===== src/verilog/scsog_pkg.sv =====
// shared constants for the clock select / oscillator gate host controller
// assumes a byte-wide device register port and an AXI4-Lite software port
package scsog_pkg;
  // device register addresses on the byte port
  localparam logic [19:0] DEV_PIN_MODE = 20'hfffa0;
  localparam logic [19:0] DEV_RUN_CTRL = 20'hfffa1;
  localparam logic [19:0] DEV_STAB_CNT = 20'hfffa2;
  localparam logic [19:0] DEV_STAB_SEL = 20'hfffa3;
  localparam logic [19:0] DEV_CLK_SEL = 20'hfffa4;
  // clock_run_control bit positions
  localparam int RUN_HS_STOP = 7;
  localparam int RUN_SUB_STOP = 6;
  localparam int RUN_HIO_STOP = 0;
  // system_clock_select bit positions
  localparam int SEL_CPU_STAT = 7;
  localparam int SEL_CPU_SRC = 6;
  localparam int SEL_MAIN_STAT = 5;
  localparam int SEL_MAIN_CTRL = 4;
  // own AXI4-Lite register byte offsets
  localparam logic [7:0] REG_REQUEST = 8'h00;
  localparam logic [7:0] REG_PIN_MODE = 8'h04;
  localparam logic [7:0] REG_STAB_SEL = 8'h08;
  localparam logic [7:0] REG_COMMAND = 8'h0c;
  localparam logic [7:0] REG_STATUS = 8'h10;
  // request register fields and reset (matches device reset state)
  localparam int REQ_CPU_SRC = 0;
  localparam int REQ_MAIN_CTRL = 1;
  localparam int REQ_HS_STOP = 2;
  localparam int REQ_SUB_STOP = 3;
  localparam int REQ_HIO_STOP = 4;
  localparam logic [4:0] REQ_RESET = 5'h0c;
  localparam logic [7:0] PIN_MODE_RESET = 8'h00;
  localparam logic [2:0] STAB_SEL_RESET = 3'h7;
  // device register values after reset, as the host first assumes them
  localparam logic [7:0] RUN_CTRL_RESET = 8'hc0;
  localparam logic [7:0] SEL_CTRL_RESET = 8'h00;
  // status register fields
  localparam int ST_BUSY = 0;
  localparam int ST_INIT = 1;
  localparam int ST_REFUSED = 2;
  localparam int ST_SKIPPED = 3;
  localparam int ST_CLK_SEL_LSB = 8;
  localparam int ST_RUN_LSB = 16;
  localparam logic [1:0] RESP_OKAY = 2'h0;
  localparam logic [1:0] RESP_SLVERR = 2'h2;
  // clock rate and subsystem settle time
  localparam int unsigned CLK_MHZ = 250;
  localparam int unsigned SUB_SETTLE_US_DEF = 1000;

  typedef enum logic [4:0] {
    S_IDLE = 5'h00, S_WR_PIN = 5'h01, S_WR_STAB = 5'h03, S_RD_CSC = 5'h02,
    S_CAP_CSC = 5'h06, S_WR_START = 5'h07, S_RD_STABILIZATION_COUNTER_STATUS = 5'h05, S_CAP_STABILIZATION_COUNTER_STATUS = 5'h04,
    S_SUB_WAIT = 5'h0c, S_RD_CKC = 5'h0d, S_CAP_CKC = 5'h0f, S_WR_CSS0 = 5'h0e,
    S_RD_CLS = 5'h0a, S_CAP_CLS = 5'h0b, S_WR_MCM = 5'h09, S_RD_MCS = 5'h08,
    S_CAP_MCS = 5'h18, S_WR_CSS = 5'h19, S_RD_FIN = 5'h1b, S_CAP_FIN = 5'h1a,
    S_WR_STOP = 5'h1e
  } scsog_state_t;
endpackage


===== src/verilog/scsog_host.sv =====
// host controller that programs the clock select and oscillator run registers
// assumes the device byte port returns read data one cycle after dev_rd
// What this block does
// - never change main control while sub selected
// - always write zeros to select bits 3-0
// - hold peripherals while switching cpu clock
// - write pin mode before run control
// - write stabilization select before starting crystal
// - poll stabilization counter after main crystal start
// - wait settle time after sub crystal start
// - never stop the clock feeding the cpu
// - stop high-speed only when not in use
// - stop subsystem only when status is main
// - stop on-chip only when not in use
//
// Chosen here: register access over AXI4-Lite.
`timescale 1ns/1ps
`default_nettype none
module scsog_host
  import scsog_pkg::*;
#(
  parameter int unsigned SUB_SETTLE_US = SUB_SETTLE_US_DEF,
  parameter int AXI_AW = 8
) (
  // clock and reset
  input wire logic ref_clk,
  input wire logic nrst,
  // axi4-lite write
  input wire logic [AXI_AW-1:0] s_axi_awaddr,
  input wire logic s_axi_awvalid,
  output logic s_axi_awready,
  input wire logic [31:0] s_axi_wdata,
  input wire logic [3:0] s_axi_wstrb,
  input wire logic s_axi_wvalid,
  output logic s_axi_wready,
  output logic [1:0] s_axi_bresp,
  output logic s_axi_bvalid,
  input wire logic s_axi_bready,
  // axi4-lite read
  input wire logic [AXI_AW-1:0] s_axi_araddr,
  input wire logic s_axi_arvalid,
  output logic s_axi_arready,
  output logic [31:0] s_axi_rdata,
  output logic [1:0] s_axi_rresp,
  output logic s_axi_rvalid,
  input wire logic s_axi_rready,
  // device register port
  output logic [19:0] dev_addr,
  output logic [7:0] dev_wdata,
  output logic dev_wr,
  output logic dev_rd,
  input wire logic [7:0] dev_rdata,
  // peripheral quiesce request
  output logic periph_hold
);
  localparam int unsigned SUB_CYC = SUB_SETTLE_US * CLK_MHZ;

  // ---------------- software register port ----------------
  logic [AXI_AW-1:0] aw_addr, next_aw_addr;
  logic aw_got, next_aw_got, w_got, next_w_got;
  logic [31:0] w_data, next_w_data;
  logic [3:0] w_strb, next_w_strb;
  logic next_bvalid, next_rvalid, go, next_go;
  logic [1:0] next_bresp, next_rresp;
  logic [31:0] next_rdata;
  logic [4:0] req, next_req;
  logic [7:0] pin_mode, next_pin_mode;
  logic [2:0] stab_sel, next_stab_sel;
  logic [31:0] status_word;
  logic [7:0] csc_cur, ckc_cur;

  scsog_state_t state, next_state;
  logic init_done, refused, skipped;

  assign s_axi_awready = !aw_got && !s_axi_bvalid;
  assign s_axi_wready = !w_got && !s_axi_bvalid;
  assign s_axi_arready = !s_axi_rvalid;

  always_comb begin
    status_word = 32'h0;
    status_word[ST_BUSY] = (state != S_IDLE);
    status_word[ST_INIT] = init_done;
    status_word[ST_REFUSED] = refused;
    status_word[ST_SKIPPED] = skipped;
    status_word[ST_CLK_SEL_LSB +: 8] = ckc_cur;
    status_word[ST_RUN_LSB +: 8] = csc_cur;
  end

  always_comb begin
    next_aw_addr = aw_addr;
    next_aw_got = aw_got;
    next_w_data = w_data;
    next_w_strb = w_strb;
    next_w_got = w_got;
    next_bvalid = s_axi_bvalid && !s_axi_bready;
    next_bresp = s_axi_bresp;
    next_rvalid = s_axi_rvalid && !s_axi_rready;
    next_rdata = s_axi_rdata;
    next_rresp = s_axi_rresp;
    next_req = req;
    next_pin_mode = pin_mode;
    next_stab_sel = stab_sel;
    next_go = 1'b0;
    if (s_axi_awvalid && s_axi_awready) begin
      next_aw_addr = s_axi_awaddr;
      next_aw_got = 1'b1;
    end
    if (s_axi_wvalid && s_axi_wready) begin
      next_w_data = s_axi_wdata;
      next_w_strb = s_axi_wstrb;
      next_w_got = 1'b1;
    end
    if (aw_got && w_got) begin
      next_aw_got = 1'b0;
      next_w_got = 1'b0;
      next_bvalid = 1'b1;
      next_bresp = RESP_OKAY;
      unique case (aw_addr[7:0])
        REG_REQUEST: if (w_strb[0]) next_req = w_data[4:0];
        REG_PIN_MODE: if (w_strb[0]) next_pin_mode = w_data[7:0];
        REG_STAB_SEL: if (w_strb[0]) next_stab_sel = w_data[2:0];
        REG_COMMAND: next_go = w_strb[0] && w_data[0];
        REG_STATUS: ;
        default: next_bresp = RESP_SLVERR;
      endcase
    end
    if (s_axi_arvalid && s_axi_arready) begin
      next_rvalid = 1'b1;
      next_rresp = RESP_OKAY;
      unique case (s_axi_araddr[7:0])
        REG_REQUEST: next_rdata = {27'h0, req};
        REG_PIN_MODE: next_rdata = {24'h0, pin_mode};
        REG_STAB_SEL: next_rdata = {29'h0, stab_sel};
        REG_COMMAND: next_rdata = 32'h0;
        REG_STATUS: next_rdata = status_word;
        default: begin
          next_rdata = 32'h0;
          next_rresp = RESP_SLVERR;
        end
      endcase
    end
  end

  always_ff @(posedge ref_clk) begin
    if (!nrst) begin
      aw_addr <= '0;
      aw_got <= 1'b0;
      w_data <= 32'h0;
      w_strb <= 4'h0;
      w_got <= 1'b0;
      s_axi_bvalid <= 1'b0;
      s_axi_bresp <= RESP_OKAY;
      s_axi_rvalid <= 1'b0;
      s_axi_rdata <= 32'h0;
      s_axi_rresp <= RESP_OKAY;
      req <= REQ_RESET;
      pin_mode <= PIN_MODE_RESET;
      stab_sel <= STAB_SEL_RESET;
      go <= 1'b0;
    end else begin
      aw_addr <= next_aw_addr;
      aw_got <= next_aw_got;
      w_data <= next_w_data;
      w_strb <= next_w_strb;
      w_got <= next_w_got;
      s_axi_bvalid <= next_bvalid;
      s_axi_bresp <= next_bresp;
      s_axi_rvalid <= next_rvalid;
      s_axi_rdata <= next_rdata;
      s_axi_rresp <= next_rresp;
      req <= next_req;
      pin_mode <= next_pin_mode;
      stab_sel <= next_stab_sel;
      go <= next_go;
    end
  end

  // ---------------- device sequencer ----------------
  logic rd_wait, next_rd_wait;
  logic [19:0] next_dev_addr;
  logic [7:0] next_dev_wdata, next_csc_cur, next_ckc_cur;
  logic next_dev_wr, next_dev_rd, next_init_done, next_refused, next_skipped;
  logic x1_start, next_x1_start, xt_start, next_xt_start, hio_start, next_periph_hold;
  logic [31:0] sub_cnt, next_sub_cnt;
  logic bad_req, cpu_clock_source_status, main_source_status;
  logic [7:0] stab_mask, start_val, stop_bits;

  // the request must not leave the selected cpu source stopped
  assign bad_req = (req[REQ_CPU_SRC] && req[REQ_SUB_STOP]) ||
    (!req[REQ_CPU_SRC] && !req[REQ_MAIN_CTRL] && req[REQ_HIO_STOP]) ||
    (!req[REQ_CPU_SRC] && req[REQ_MAIN_CTRL] && req[REQ_HS_STOP]);
  assign stab_mask = 8'hff << (3'h7 - stab_sel);
  assign hio_start = csc_cur[RUN_HIO_STOP] && !req[REQ_HIO_STOP];
  assign start_val = csc_cur & ~{x1_start, xt_start, 5'h0, hio_start};
  assign cpu_clock_source_status = ckc_cur[SEL_CPU_STAT];
  assign main_source_status = ckc_cur[SEL_MAIN_STAT];
  always_comb begin
    stop_bits = 8'h0;
    stop_bits[RUN_HS_STOP] = req[REQ_HS_STOP] && ((!cpu_clock_source_status && !main_source_status) || cpu_clock_source_status);
    stop_bits[RUN_SUB_STOP] = req[REQ_SUB_STOP] && !cpu_clock_source_status;
    stop_bits[RUN_HIO_STOP] = req[REQ_HIO_STOP] && ((!cpu_clock_source_status && main_source_status) || cpu_clock_source_status);
  end

  always_comb begin
    next_state = state;
    next_rd_wait = 1'b0;
    next_dev_wr = 1'b0;
    next_dev_rd = 1'b0;
    next_dev_addr = dev_addr;
    next_dev_wdata = dev_wdata;
    next_csc_cur = csc_cur;
    next_ckc_cur = ckc_cur;
    next_x1_start = x1_start;
    next_xt_start = xt_start;
    next_sub_cnt = sub_cnt;
    next_init_done = init_done;
    next_refused = refused;
    next_skipped = skipped;
    next_periph_hold = periph_hold;
    unique case (state)
      S_IDLE: if (go) begin
        next_refused = bad_req;
        next_skipped = 1'b0;
        if (!bad_req) next_state = init_done ? S_RD_CSC : S_WR_PIN;
      end
      S_WR_PIN: begin
        next_dev_wr = 1'b1;
        next_dev_addr = DEV_PIN_MODE;
        next_dev_wdata = pin_mode;
        next_state = S_WR_STAB;
      end
      S_WR_STAB: begin
        next_dev_wr = 1'b1;
        next_dev_addr = DEV_STAB_SEL;
        next_dev_wdata = {5'h0, stab_sel};
        next_init_done = 1'b1;
        next_state = S_RD_CSC;
      end
      S_RD_CSC, S_RD_STABILIZATION_COUNTER_STATUS, S_RD_CKC, S_RD_CLS, S_RD_MCS, S_RD_FIN: begin
        next_dev_rd = 1'b1;
        next_rd_wait = 1'b1;
        next_dev_addr = (state == S_RD_CSC) ? DEV_RUN_CTRL :
          (state == S_RD_STABILIZATION_COUNTER_STATUS) ? DEV_STAB_CNT : DEV_CLK_SEL;
        next_state = scsog_state_t'(state ^ 5'h04);
        if (state == S_RD_MCS) next_state = S_CAP_MCS;
        if (state == S_RD_FIN) next_state = S_CAP_FIN;
        if (state == S_RD_CLS) next_state = S_CAP_CLS;
        if (state == S_RD_CKC) next_state = S_CAP_CKC;
        if (state == S_RD_STABILIZATION_COUNTER_STATUS) next_state = S_CAP_STABILIZATION_COUNTER_STATUS;
        if (state == S_RD_CSC) next_state = S_CAP_CSC;
      end
      S_CAP_CSC: if (!rd_wait) begin
        next_csc_cur = dev_rdata;
        next_x1_start = dev_rdata[RUN_HS_STOP] && !req[REQ_HS_STOP];
        next_xt_start = dev_rdata[RUN_SUB_STOP] && !req[REQ_SUB_STOP];
        next_state = S_WR_START;
      end
      S_WR_START: begin
        next_sub_cnt = 32'h0;
        if (start_val != csc_cur) begin
          next_dev_wr = 1'b1;
          next_dev_addr = DEV_RUN_CTRL;
          next_dev_wdata = start_val;
          next_csc_cur = start_val;
        end
        next_state = x1_start ? S_RD_STABILIZATION_COUNTER_STATUS : (xt_start ? S_SUB_WAIT : S_RD_CKC);
      end
      S_CAP_STABILIZATION_COUNTER_STATUS: if (!rd_wait) begin
        if ((dev_rdata & stab_mask) == stab_mask) begin
          next_state = xt_start ? S_SUB_WAIT : S_RD_CKC;
        end else begin
          next_state = S_RD_STABILIZATION_COUNTER_STATUS;
        end
      end
      S_SUB_WAIT: begin
        next_sub_cnt = sub_cnt + 32'h1;
        if (sub_cnt >= SUB_CYC - 1) next_state = S_RD_CKC;
      end
      S_CAP_CKC: if (!rd_wait) begin
        next_ckc_cur = dev_rdata;
        next_periph_hold = 1'b1;
        if (dev_rdata[SEL_MAIN_CTRL] == req[REQ_MAIN_CTRL]) next_state = S_WR_CSS;
        else next_state = dev_rdata[SEL_CPU_SRC] ? S_WR_CSS0 : S_WR_MCM;
      end
      S_WR_CSS0: begin
        next_dev_wr = 1'b1;
        next_dev_addr = DEV_CLK_SEL;
        next_dev_wdata = {3'h0, ckc_cur[SEL_MAIN_CTRL], 4'h0};
        next_state = S_RD_CLS;
      end
      S_CAP_CLS: if (!rd_wait) begin
        next_state = dev_rdata[SEL_CPU_STAT] ? S_RD_CLS : S_WR_MCM;
      end
      S_WR_MCM: begin
        next_dev_wr = 1'b1;
        next_dev_addr = DEV_CLK_SEL;
        next_dev_wdata = {3'h0, req[REQ_MAIN_CTRL], 4'h0};
        next_state = S_RD_MCS;
      end
      S_CAP_MCS: if (!rd_wait) begin
        next_state = (dev_rdata[SEL_MAIN_STAT] == req[REQ_MAIN_CTRL]) ? S_WR_CSS : S_RD_MCS;
      end
      S_WR_CSS: begin
        next_dev_wr = 1'b1;
        next_dev_addr = DEV_CLK_SEL;
        next_dev_wdata = {1'b0, req[REQ_CPU_SRC], 1'b0, req[REQ_MAIN_CTRL], 4'h0};
        next_state = S_RD_FIN;
      end
      S_CAP_FIN: if (!rd_wait) begin
        next_ckc_cur = dev_rdata;
        if (dev_rdata[SEL_CPU_STAT] == req[REQ_CPU_SRC]) begin
          next_periph_hold = 1'b0;
          next_state = S_WR_STOP;
        end else begin
          next_state = S_RD_FIN;
        end
      end
      S_WR_STOP: begin
        next_skipped = (({req[REQ_HS_STOP], req[REQ_SUB_STOP], 5'h0, req[REQ_HIO_STOP]}
          & ~stop_bits) != 8'h0);
        if ((csc_cur | stop_bits) != csc_cur) begin
          next_dev_wr = 1'b1;
          next_dev_addr = DEV_RUN_CTRL;
          next_dev_wdata = csc_cur | stop_bits;
          next_csc_cur = csc_cur | stop_bits;
        end
        // starts are spent: later run writes must not re-arm the settle checks
        next_x1_start = 1'b0;
        next_xt_start = 1'b0;
        next_state = S_IDLE;
      end
      default: next_state = S_IDLE;
    endcase
  end

  always_ff @(posedge ref_clk) begin
    if (!nrst) begin
      state <= S_IDLE;
      rd_wait <= 1'b0;
      dev_wr <= 1'b0;
      dev_rd <= 1'b0;
      dev_addr <= 20'h0;
      dev_wdata <= 8'h0;
      csc_cur <= RUN_CTRL_RESET;
      ckc_cur <= SEL_CTRL_RESET;
      x1_start <= 1'b0;
      xt_start <= 1'b0;
      sub_cnt <= 32'h0;
      init_done <= 1'b0;
      refused <= 1'b0;
      skipped <= 1'b0;
      periph_hold <= 1'b0;
    end else begin
      state <= next_state;
      rd_wait <= next_rd_wait;
      dev_wr <= next_dev_wr;
      dev_rd <= next_dev_rd;
      dev_addr <= next_dev_addr;
      dev_wdata <= next_dev_wdata;
      csc_cur <= next_csc_cur;
      ckc_cur <= next_ckc_cur;
      x1_start <= next_x1_start;
      xt_start <= next_xt_start;
      sub_cnt <= next_sub_cnt;
      init_done <= next_init_done;
      refused <= next_refused;
      skipped <= next_skipped;
      periph_hold <= next_periph_hold;
    end
  end

  // ---------------- checks on the device port ----------------
  logic sh_css, sh_mcm, pin_seen, stab_seen, x1_pend, xt_pend;
  logic [31:0] xt_age;
  logic wr_ckc, wr_csc, in_use_bit;
  assign wr_ckc = dev_wr && (dev_addr == DEV_CLK_SEL);
  assign wr_csc = dev_wr && (dev_addr == DEV_RUN_CTRL);
  assign in_use_bit = cpu_clock_source_status ? dev_wdata[RUN_SUB_STOP] :
    (main_source_status ? dev_wdata[RUN_HS_STOP] : dev_wdata[RUN_HIO_STOP]);
  always_ff @(posedge ref_clk) begin
    if (!nrst) begin
      sh_css <= 1'b0;
      sh_mcm <= 1'b0;
      pin_seen <= 1'b0;
      stab_seen <= 1'b0;
      x1_pend <= 1'b0;
      xt_pend <= 1'b0;
      xt_age <= 32'h0;
    end else begin
      if (wr_ckc) {sh_css, sh_mcm} <= {dev_wdata[SEL_CPU_SRC], dev_wdata[SEL_MAIN_CTRL]};
      if (dev_wr && dev_addr == DEV_PIN_MODE) pin_seen <= 1'b1;
      if (dev_wr && dev_addr == DEV_STAB_SEL) stab_seen <= 1'b1;
      if (wr_csc && x1_start && !dev_wdata[RUN_HS_STOP]) x1_pend <= 1'b1;
      else if (state == S_CAP_STABILIZATION_COUNTER_STATUS && !rd_wait && (dev_rdata & stab_mask) == stab_mask)
        x1_pend <= 1'b0;
      if (wr_csc && xt_start && !dev_wdata[RUN_SUB_STOP]) begin
        xt_pend <= 1'b1;
        xt_age <= 32'h0;
      end else if (xt_age < SUB_CYC) begin
        xt_age <= xt_age + 32'h1;
      end
      if (xt_age >= SUB_CYC) xt_pend <= 1'b0;
    end
  end

  property p_mcm_fixed;
    @(posedge ref_clk) disable iff (!nrst) wr_ckc && sh_css |-> dev_wdata[SEL_MAIN_CTRL] == sh_mcm;
  endproperty
  a_mcm_fixed: assert property (p_mcm_fixed) else $error("main control moved on sub");
  property p_low_zero;
    @(posedge ref_clk) disable iff (!nrst) wr_ckc |-> dev_wdata[3:0] == 4'h0;
  endproperty
  a_low_zero: assert property (p_low_zero) else $error("select low bits not zero");
  property p_hold_switch;
    @(posedge ref_clk) disable iff (!nrst) wr_ckc |-> periph_hold && $past(periph_hold);
  endproperty
  a_hold_switch: assert property (p_hold_switch) else $error("switch without hold");
  property p_pin_first;
    @(posedge ref_clk) disable iff (!nrst) wr_csc |-> pin_seen;
  endproperty
  a_pin_first: assert property (p_pin_first) else $error("run control before pin mode");
  property p_stab_first;
    @(posedge ref_clk) disable iff (!nrst) wr_csc && !dev_wdata[RUN_HS_STOP] |-> stab_seen;
  endproperty
  a_stab_first: assert property (p_stab_first) else $error("start before stab select");
  property p_x1_settled;
    @(posedge ref_clk) disable iff (!nrst) wr_ckc |-> !x1_pend;
  endproperty
  a_x1_settled: assert property (p_x1_settled) else $error("switch before count done");
  property p_xt_settled;
    @(posedge ref_clk) disable iff (!nrst) wr_ckc |-> !xt_pend;
  endproperty
  a_xt_settled: assert property (p_xt_settled) else $error("switch before sub settled");
  property p_no_stop_in_use;
    @(posedge ref_clk) disable iff (!nrst) wr_csc |-> !in_use_bit;
  endproperty
  a_no_stop_in_use: assert property (p_no_stop_in_use) else $error("stopped cpu clock");
  property p_hs_stop_ok;
    @(posedge ref_clk) disable iff (!nrst)
      wr_csc && dev_wdata[RUN_HS_STOP] && !$past(csc_cur[RUN_HS_STOP]) |-> cpu_clock_source_status || !main_source_status;
  endproperty
  a_hs_stop_ok: assert property (p_hs_stop_ok) else $error("high-speed stop in use");
  property p_sub_stop_ok;
    @(posedge ref_clk) disable iff (!nrst)
      wr_csc && dev_wdata[RUN_SUB_STOP] && !$past(csc_cur[RUN_SUB_STOP]) |-> !cpu_clock_source_status;
  endproperty
  a_sub_stop_ok: assert property (p_sub_stop_ok) else $error("sub stop while in use");
  property p_hio_stop_ok;
    @(posedge ref_clk) disable iff (!nrst)
      wr_csc && dev_wdata[RUN_HIO_STOP] && !$past(csc_cur[RUN_HIO_STOP]) |-> cpu_clock_source_status || main_source_status;
  endproperty
  a_hio_stop_ok: assert property (p_hio_stop_ok) else $error("on-chip stop in use");
  property p_cv_sub;
    @(posedge ref_clk) disable iff (!nrst) wr_ckc && dev_wdata[SEL_CPU_SRC];
  endproperty
  c_cv_sub: cover property (p_cv_sub);
  property p_cv_x1;
    @(posedge ref_clk) disable iff (!nrst) state == S_CAP_STABILIZATION_COUNTER_STATUS ##1 state == S_RD_CKC;
  endproperty
  c_cv_x1: cover property (p_cv_x1);
  property p_cv_skip;
    @(posedge ref_clk) disable iff (!nrst) $rose(skipped);
  endproperty
  c_cv_skip: cover property (p_cv_skip);
endmodule
`default_nettype wire


===== config.mk =====
export PLATFORM = sky130hd
export DESIGN_NAME = scsog_host
export DESIGN_NICKNAME = d
export VERILOG_FILES = /design/src/verilog/scsog_pkg.sv /design/src/verilog/scsog_host.sv
export SDC_FILE = /design/constraint.sdc
export NUM_CORES = 1
export LEC_CHECK = 0
export ABC_CLOCK_PERIOD_IN_PS = 4200
export BUFFER_PORTS_ARGS = -buffer_cell sky130_fd_sc_hd__buf_4
export CAP_MARGIN = 20
export CORE_ASPECT_RATIO = 1.75
export CORE_MARGIN = 5
export CORE_UTILIZATION = 38
export DETAILED_ROUTE_END_ITERATION = 12
export PLACE_DENSITY_LB_ADDON = 0.1
export REMOVE_ABC_BUFFERS = 1
export SLEW_MARGIN = 15
export SYNTH_ARGS = -nofsm -noshare
export SYNTH_HDL_FRONTEND = slang
export SYNTH_SLANG_ARGS = --single-unit

===== constraint.sdc =====
create_clock -name ref_clk -period 4.2 [get_ports ref_clk]
set_input_delay 0.21 -clock ref_clk [delete_from_list [all_inputs] [get_ports ref_clk]]
set_output_delay 0.21 -clock ref_clk [all_outputs]
set_load 0.1 [all_outputs]

==> summary by stage <==
Status
The run finished with clean final reports.

Hold path
The startpoint of the lowest-slack hold path is s_axi_wdata[6]. The path class of the tightest hold or removal check is primary input to register.

Placement
The cell area reported after detailed placement is 7437 µm². OpenSTA, run right after detailed placement, puts the worst setup slack at 1.281 ns. The sum of net half-perimeters after detailed placement is 13890 µm. The final weighted congestion of routability-driven global placement is 0.8986. Input and output buffers added on the ports amount to 98.

Cells and area
The post-route netlist has 18.42% of its cells at a drive strength greater than 1. The repair_antennas step left the layout with diodes totalling 0. After the last flow step, the layout net total stands at 956. The area growth from synthesis to layout is 19.53%. The cell area after layout is 8039 µm². The count of filler cells inserted in the layout is 1780.

Logic synthesis
After synthesis the cells add up to 6725 µm². The sequential area share after synthesis is 40.78%. Yosys attributes the largest share of cell area to sky130_fd_sc_hd__dfxtp_1, sky130_fd_sc_hd__nand2_1, sky130_fd_sc_hd__a21oi_1, sky130_fd_sc_hd__mux2i_1, sky130_fd_sc_hd__nor2_1. The cell count after synthesis came out at 828. sky130_fd_sc_hd__dfxtp_1 takes more of the synthesized area than any other cell. The main flop type after synthesis is sky130_fd_sc_hd__dfxtp_1. The share of the synthesized area in the top cell type is 40.78%.

In the synthesized netlist the async set-or-reset flop fraction comes to 0%. For this run, the number of Yosys warnings is 0. The number of synthesized register bits is 137.

A synthesized cell averages 8.122 µm². The number of enable-type register cells in the synthesized netlist is 0. The post-synthesis cell type count is 74.

Worst setup path
In this run the worst path has a maximum fanout of 25. The worst setup path is captured at a register. The critical path starts at state[4]. The category of the critical setup timing path is register to register. The signal on the critical path passes through inv_1 > nor3_1 > a31oi_2 > a21boi_4 > or2_0 > a221o_1. The data required time at the worst endpoint is 4.50 ns. The setup slack on the worst flop-to-flop path is 1.19 ns. The critical register-to-register path startpoint is state[4]. The nature of the critical path startpoint is a register. The arrival time at the worst endpoint is 3.31 ns. For this run, the slowest stage of the critical path takes 0.88 ns. On the critical path, the stage with the largest delay is an instance of sky130_fd_sc_hd__dfxtp_1.

Global route
The global-route congestion overflow total is 0. The global-route wire length before repair is 31130 µm. Global routing used 18.39% of the available tracks. The number of global-route vias before repair is 6123. The initial antenna violation count came to 0.

Entering global routing, the biggest net connects 80 pins.

Timing
The total negative slack is 0 ns. In the post-route analysis, the smallest setup slack over all paths is 1.192 ns. Based on the critical path, the design can be clocked at up to 332.5 MHz. The final max-slew violation count is 0. Subtracting the final worst setup slack from the clock period gives 3.008 ns. The worst setup skew after layout is 0.01250 ns. The number of hold violations in the final report came to 0.

Setup violations remaining at the end of the flow were counted as 0. The slew at the pin with the worst max-slew slack is 0.9825 ns. The worst relative slew slack is 33.99%.

Setup repair after global routing left no endpoint under its margin. The share of the cycle needed by the critical path after routing is 71.61%.

Routing
The routed design has 19070 µm of wire. The routed length per placed instance is 16.84 µm. For this run, the detailed router's first-pass iteration total came to 5. After detailed routing, the number of remaining DRC violations is 0. The vias after detailed routing is 6243. The remaining antenna violation count after routing is 0.

The per-cell via count in the routed design is 5.515. The number of DRC violations after detailed-routing iteration 0 is 342.

Power and ir drop
The total power is 3.691 mW. The standby leakage power is 2.962 nW. The sequential power share is 37.6%. Net switching is 36.23% of the power. Per report_power, the combinational group accounts for 21.3% of the total.

The internal power component is 2.354 mW. The power per standard cell area is 459.1 nW/µm². The clock network is responsible for 41.1% of the overall power.

The net switching power is 1.337 mW. The worst ir drop on vdd is 0.2781 mV.

Floorplanning
The chip width is 110.6 µm. The placeable core area is 17460 µm². Once the floorplan was initialized, standard cells occupied 38.52% of the core. The number of top-level pins is 139. The die is 186.0 µm tall.

The die covers 20560 µm². The floorplan has 64 rows.

CTS
The clock tree from TritonCTS is done. The H-tree level count is 4. The root buffer cell is sky130_fd_sc_hd__clkbuf_16. The number of sinks handled by clock tree synthesis is 137.

No sink is reached through more buffers than the 2 on the longest clock path. Clock-pin slew was measured on the worst setup and hold paths at 0.07 ns. The clock latency on the worst-skew pair is 0.42 ns. The total CTS buffers is 17. The number of post-CTS setup repair buffers is 0.

Job
Max-cap violations in this run came to 0.
## cell families (layout without fill, tap and decap cells)
| kind of cell | after synthesis | in the layout | synth area share (%) |
|---|---|---|---|
| compound gates | 184 | 184 | 17.71 |
| flops | 137 | 137 | 40.78 |
| fa+ha+maj | 1 | 1 | 0.1860 |
| mux | 44 | 44 | 6.809 |
| buf+inv | 91 | 152 | 6.846 |
| other cells | 1 | 13 | 0.05576 |
| simple gates | 366 | 366 | 27.09 |
| xor+xnor | 4 | 4 | 0.5210 |
## registers in the layout, indices dropped and copies added, names as in the netlist, 3 cells and up
signal       count
w_data           8
pin_mode         8
csc_cur          8
req              5
sub_cnt         32
dev_wdata        8
dev_addr         4
state            5
aw_addr          8
stab_sel         3
s_axi_rdata     24
ckc_cur          8
## Yosys cell counts, drive strengths merged, types with 3 or more instances
master and number:
dfxtp 137, nand2 124, nor2 81, a21oi 72, nand3 53, buf 46, clkbuf 30, mux2i 30
o21ai 27, nor3 22, nand4 16, inv 15, mux2 14, o31ai 12, a211oi 10, and3 10
nand2b 10, nor4 9, a31oi 7, and2 7, nor2b 7, nor3b 7, a22oi 5, o211ai 5
o22ai 5, o2bb2ai 5, a221oi 4, nand3b 4, a211o 3, a21boi 3, o2111ai 3, or3 3
xor2 3
## worst paths after layout
kind	end	cells past startpoint
setup / recovery	csc_cur[6]	6
hold / removal	w_data[6]	3
setup reg to reg	csc_cur[6]	6
hold reg to reg	s_axi_rdata[19]	2
## layer usage
layer	part of all wire, %	GRT usage (%)	vias up
met5	0	0	-
met4	2.8	7.396	0
met3	4.0	4.131	32
met2	54	34.97	169
met1	39	19.52	2975
li1	-	-	3067
## power by group through the flow
stage | clock network [mW] | logic [mW] | registers [mW]
detailed placement | 0 | 0.786 | 1.42
finish | 1.52 | 0.786 | 1.39
floorplan | 0 | 0.211 | 1.74
global route | 1.60 | 0.818 | 1.39
CTS | 1.55 | 0.788 | 1.39
global placement | 0 | 0.784 | 1.41
## layout make-up
type / count / area (µm²) / share of cell area (%)
Inverter: 15 / 57.56 / 0.7160
Multi-Input combinational cell: 612 / 3567 / 44.37
Timing Repair Buffer: 105 / 790.8 / 9.837
Clock buffer: 18 / 439.2 / 5.463
Clock inverter: 14 / 152.6 / 1.899
Sequential cell: 137 / 2743 / 34.12
Tap cell: 231 / 289.0 / 3.595
## cell usage in the layout, fill, tap and decap left out, types with 5 or more instances in the layout
master,n
sky130_fd_sc_hd__nand2_1,124
sky130_fd_sc_hd__a21oi_1,72
sky130_fd_sc_hd__o22ai_1,5
sky130_fd_sc_hd__a31oi_1,6
sky130_fd_sc_hd__nor3b_1,6
sky130_fd_sc_hd__inv_1,14
sky130_fd_sc_hd__conb_1,13
sky130_fd_sc_hd__buf_4,104
sky130_fd_sc_hd__o2bb2ai_1,5
sky130_fd_sc_hd__clkbuf_16,17
sky130_fd_sc_hd__nor3_1,20
sky130_fd_sc_hd__mux2i_1,30
sky130_fd_sc_hd__nand4_1,16
sky130_fd_sc_hd__and3_1,10
sky130_fd_sc_hd__nand2b_1,10
sky130_fd_sc_hd__nand3_1,53
sky130_fd_sc_hd__o211ai_1,5
sky130_fd_sc_hd__a211oi_1,10
sky130_fd_sc_hd__inv_6,6
sky130_fd_sc_hd__nor2_1,80
sky130_fd_sc_hd__mux2_2,14
sky130_fd_sc_hd__a22oi_1,5
sky130_fd_sc_hd__nor4_1,5
sky130_fd_sc_hd__o31ai_1,12
sky130_fd_sc_hd__and2_1,7
sky130_fd_sc_hd__nor2b_1,7
sky130_fd_sc_hd__dfxtp_1,137
sky130_fd_sc_hd__o21ai_0,27
## through the flow
stage                     std cells  hold slack (ns)  utilization [%]
final                          1132          0.03021            46.05
after global routing           1132          0.02481            46.05
after CTS                      1132          0.01930            46.05
after detailed placement       1099           0.4009            42.60
after global placement         1099           0.4014            42.60
after floorplan                 764           0.2719                -
## what timing repair did
action | CTS | global route
resized for setup | 0 | 0
hold endpoints to repair | 1 | 0
hold buffers | 1 | 0
## critical path: cells and delay by family (launching register included)
family,cells,cell delay (ns)
AOI/OAI and AO/OA,3,0.87
buffers and inverters,1,0.35
and+or+nand+nor,2,0.80
DFF,1,0.88
Note: power is estimated with default switching activity, not from simulation.
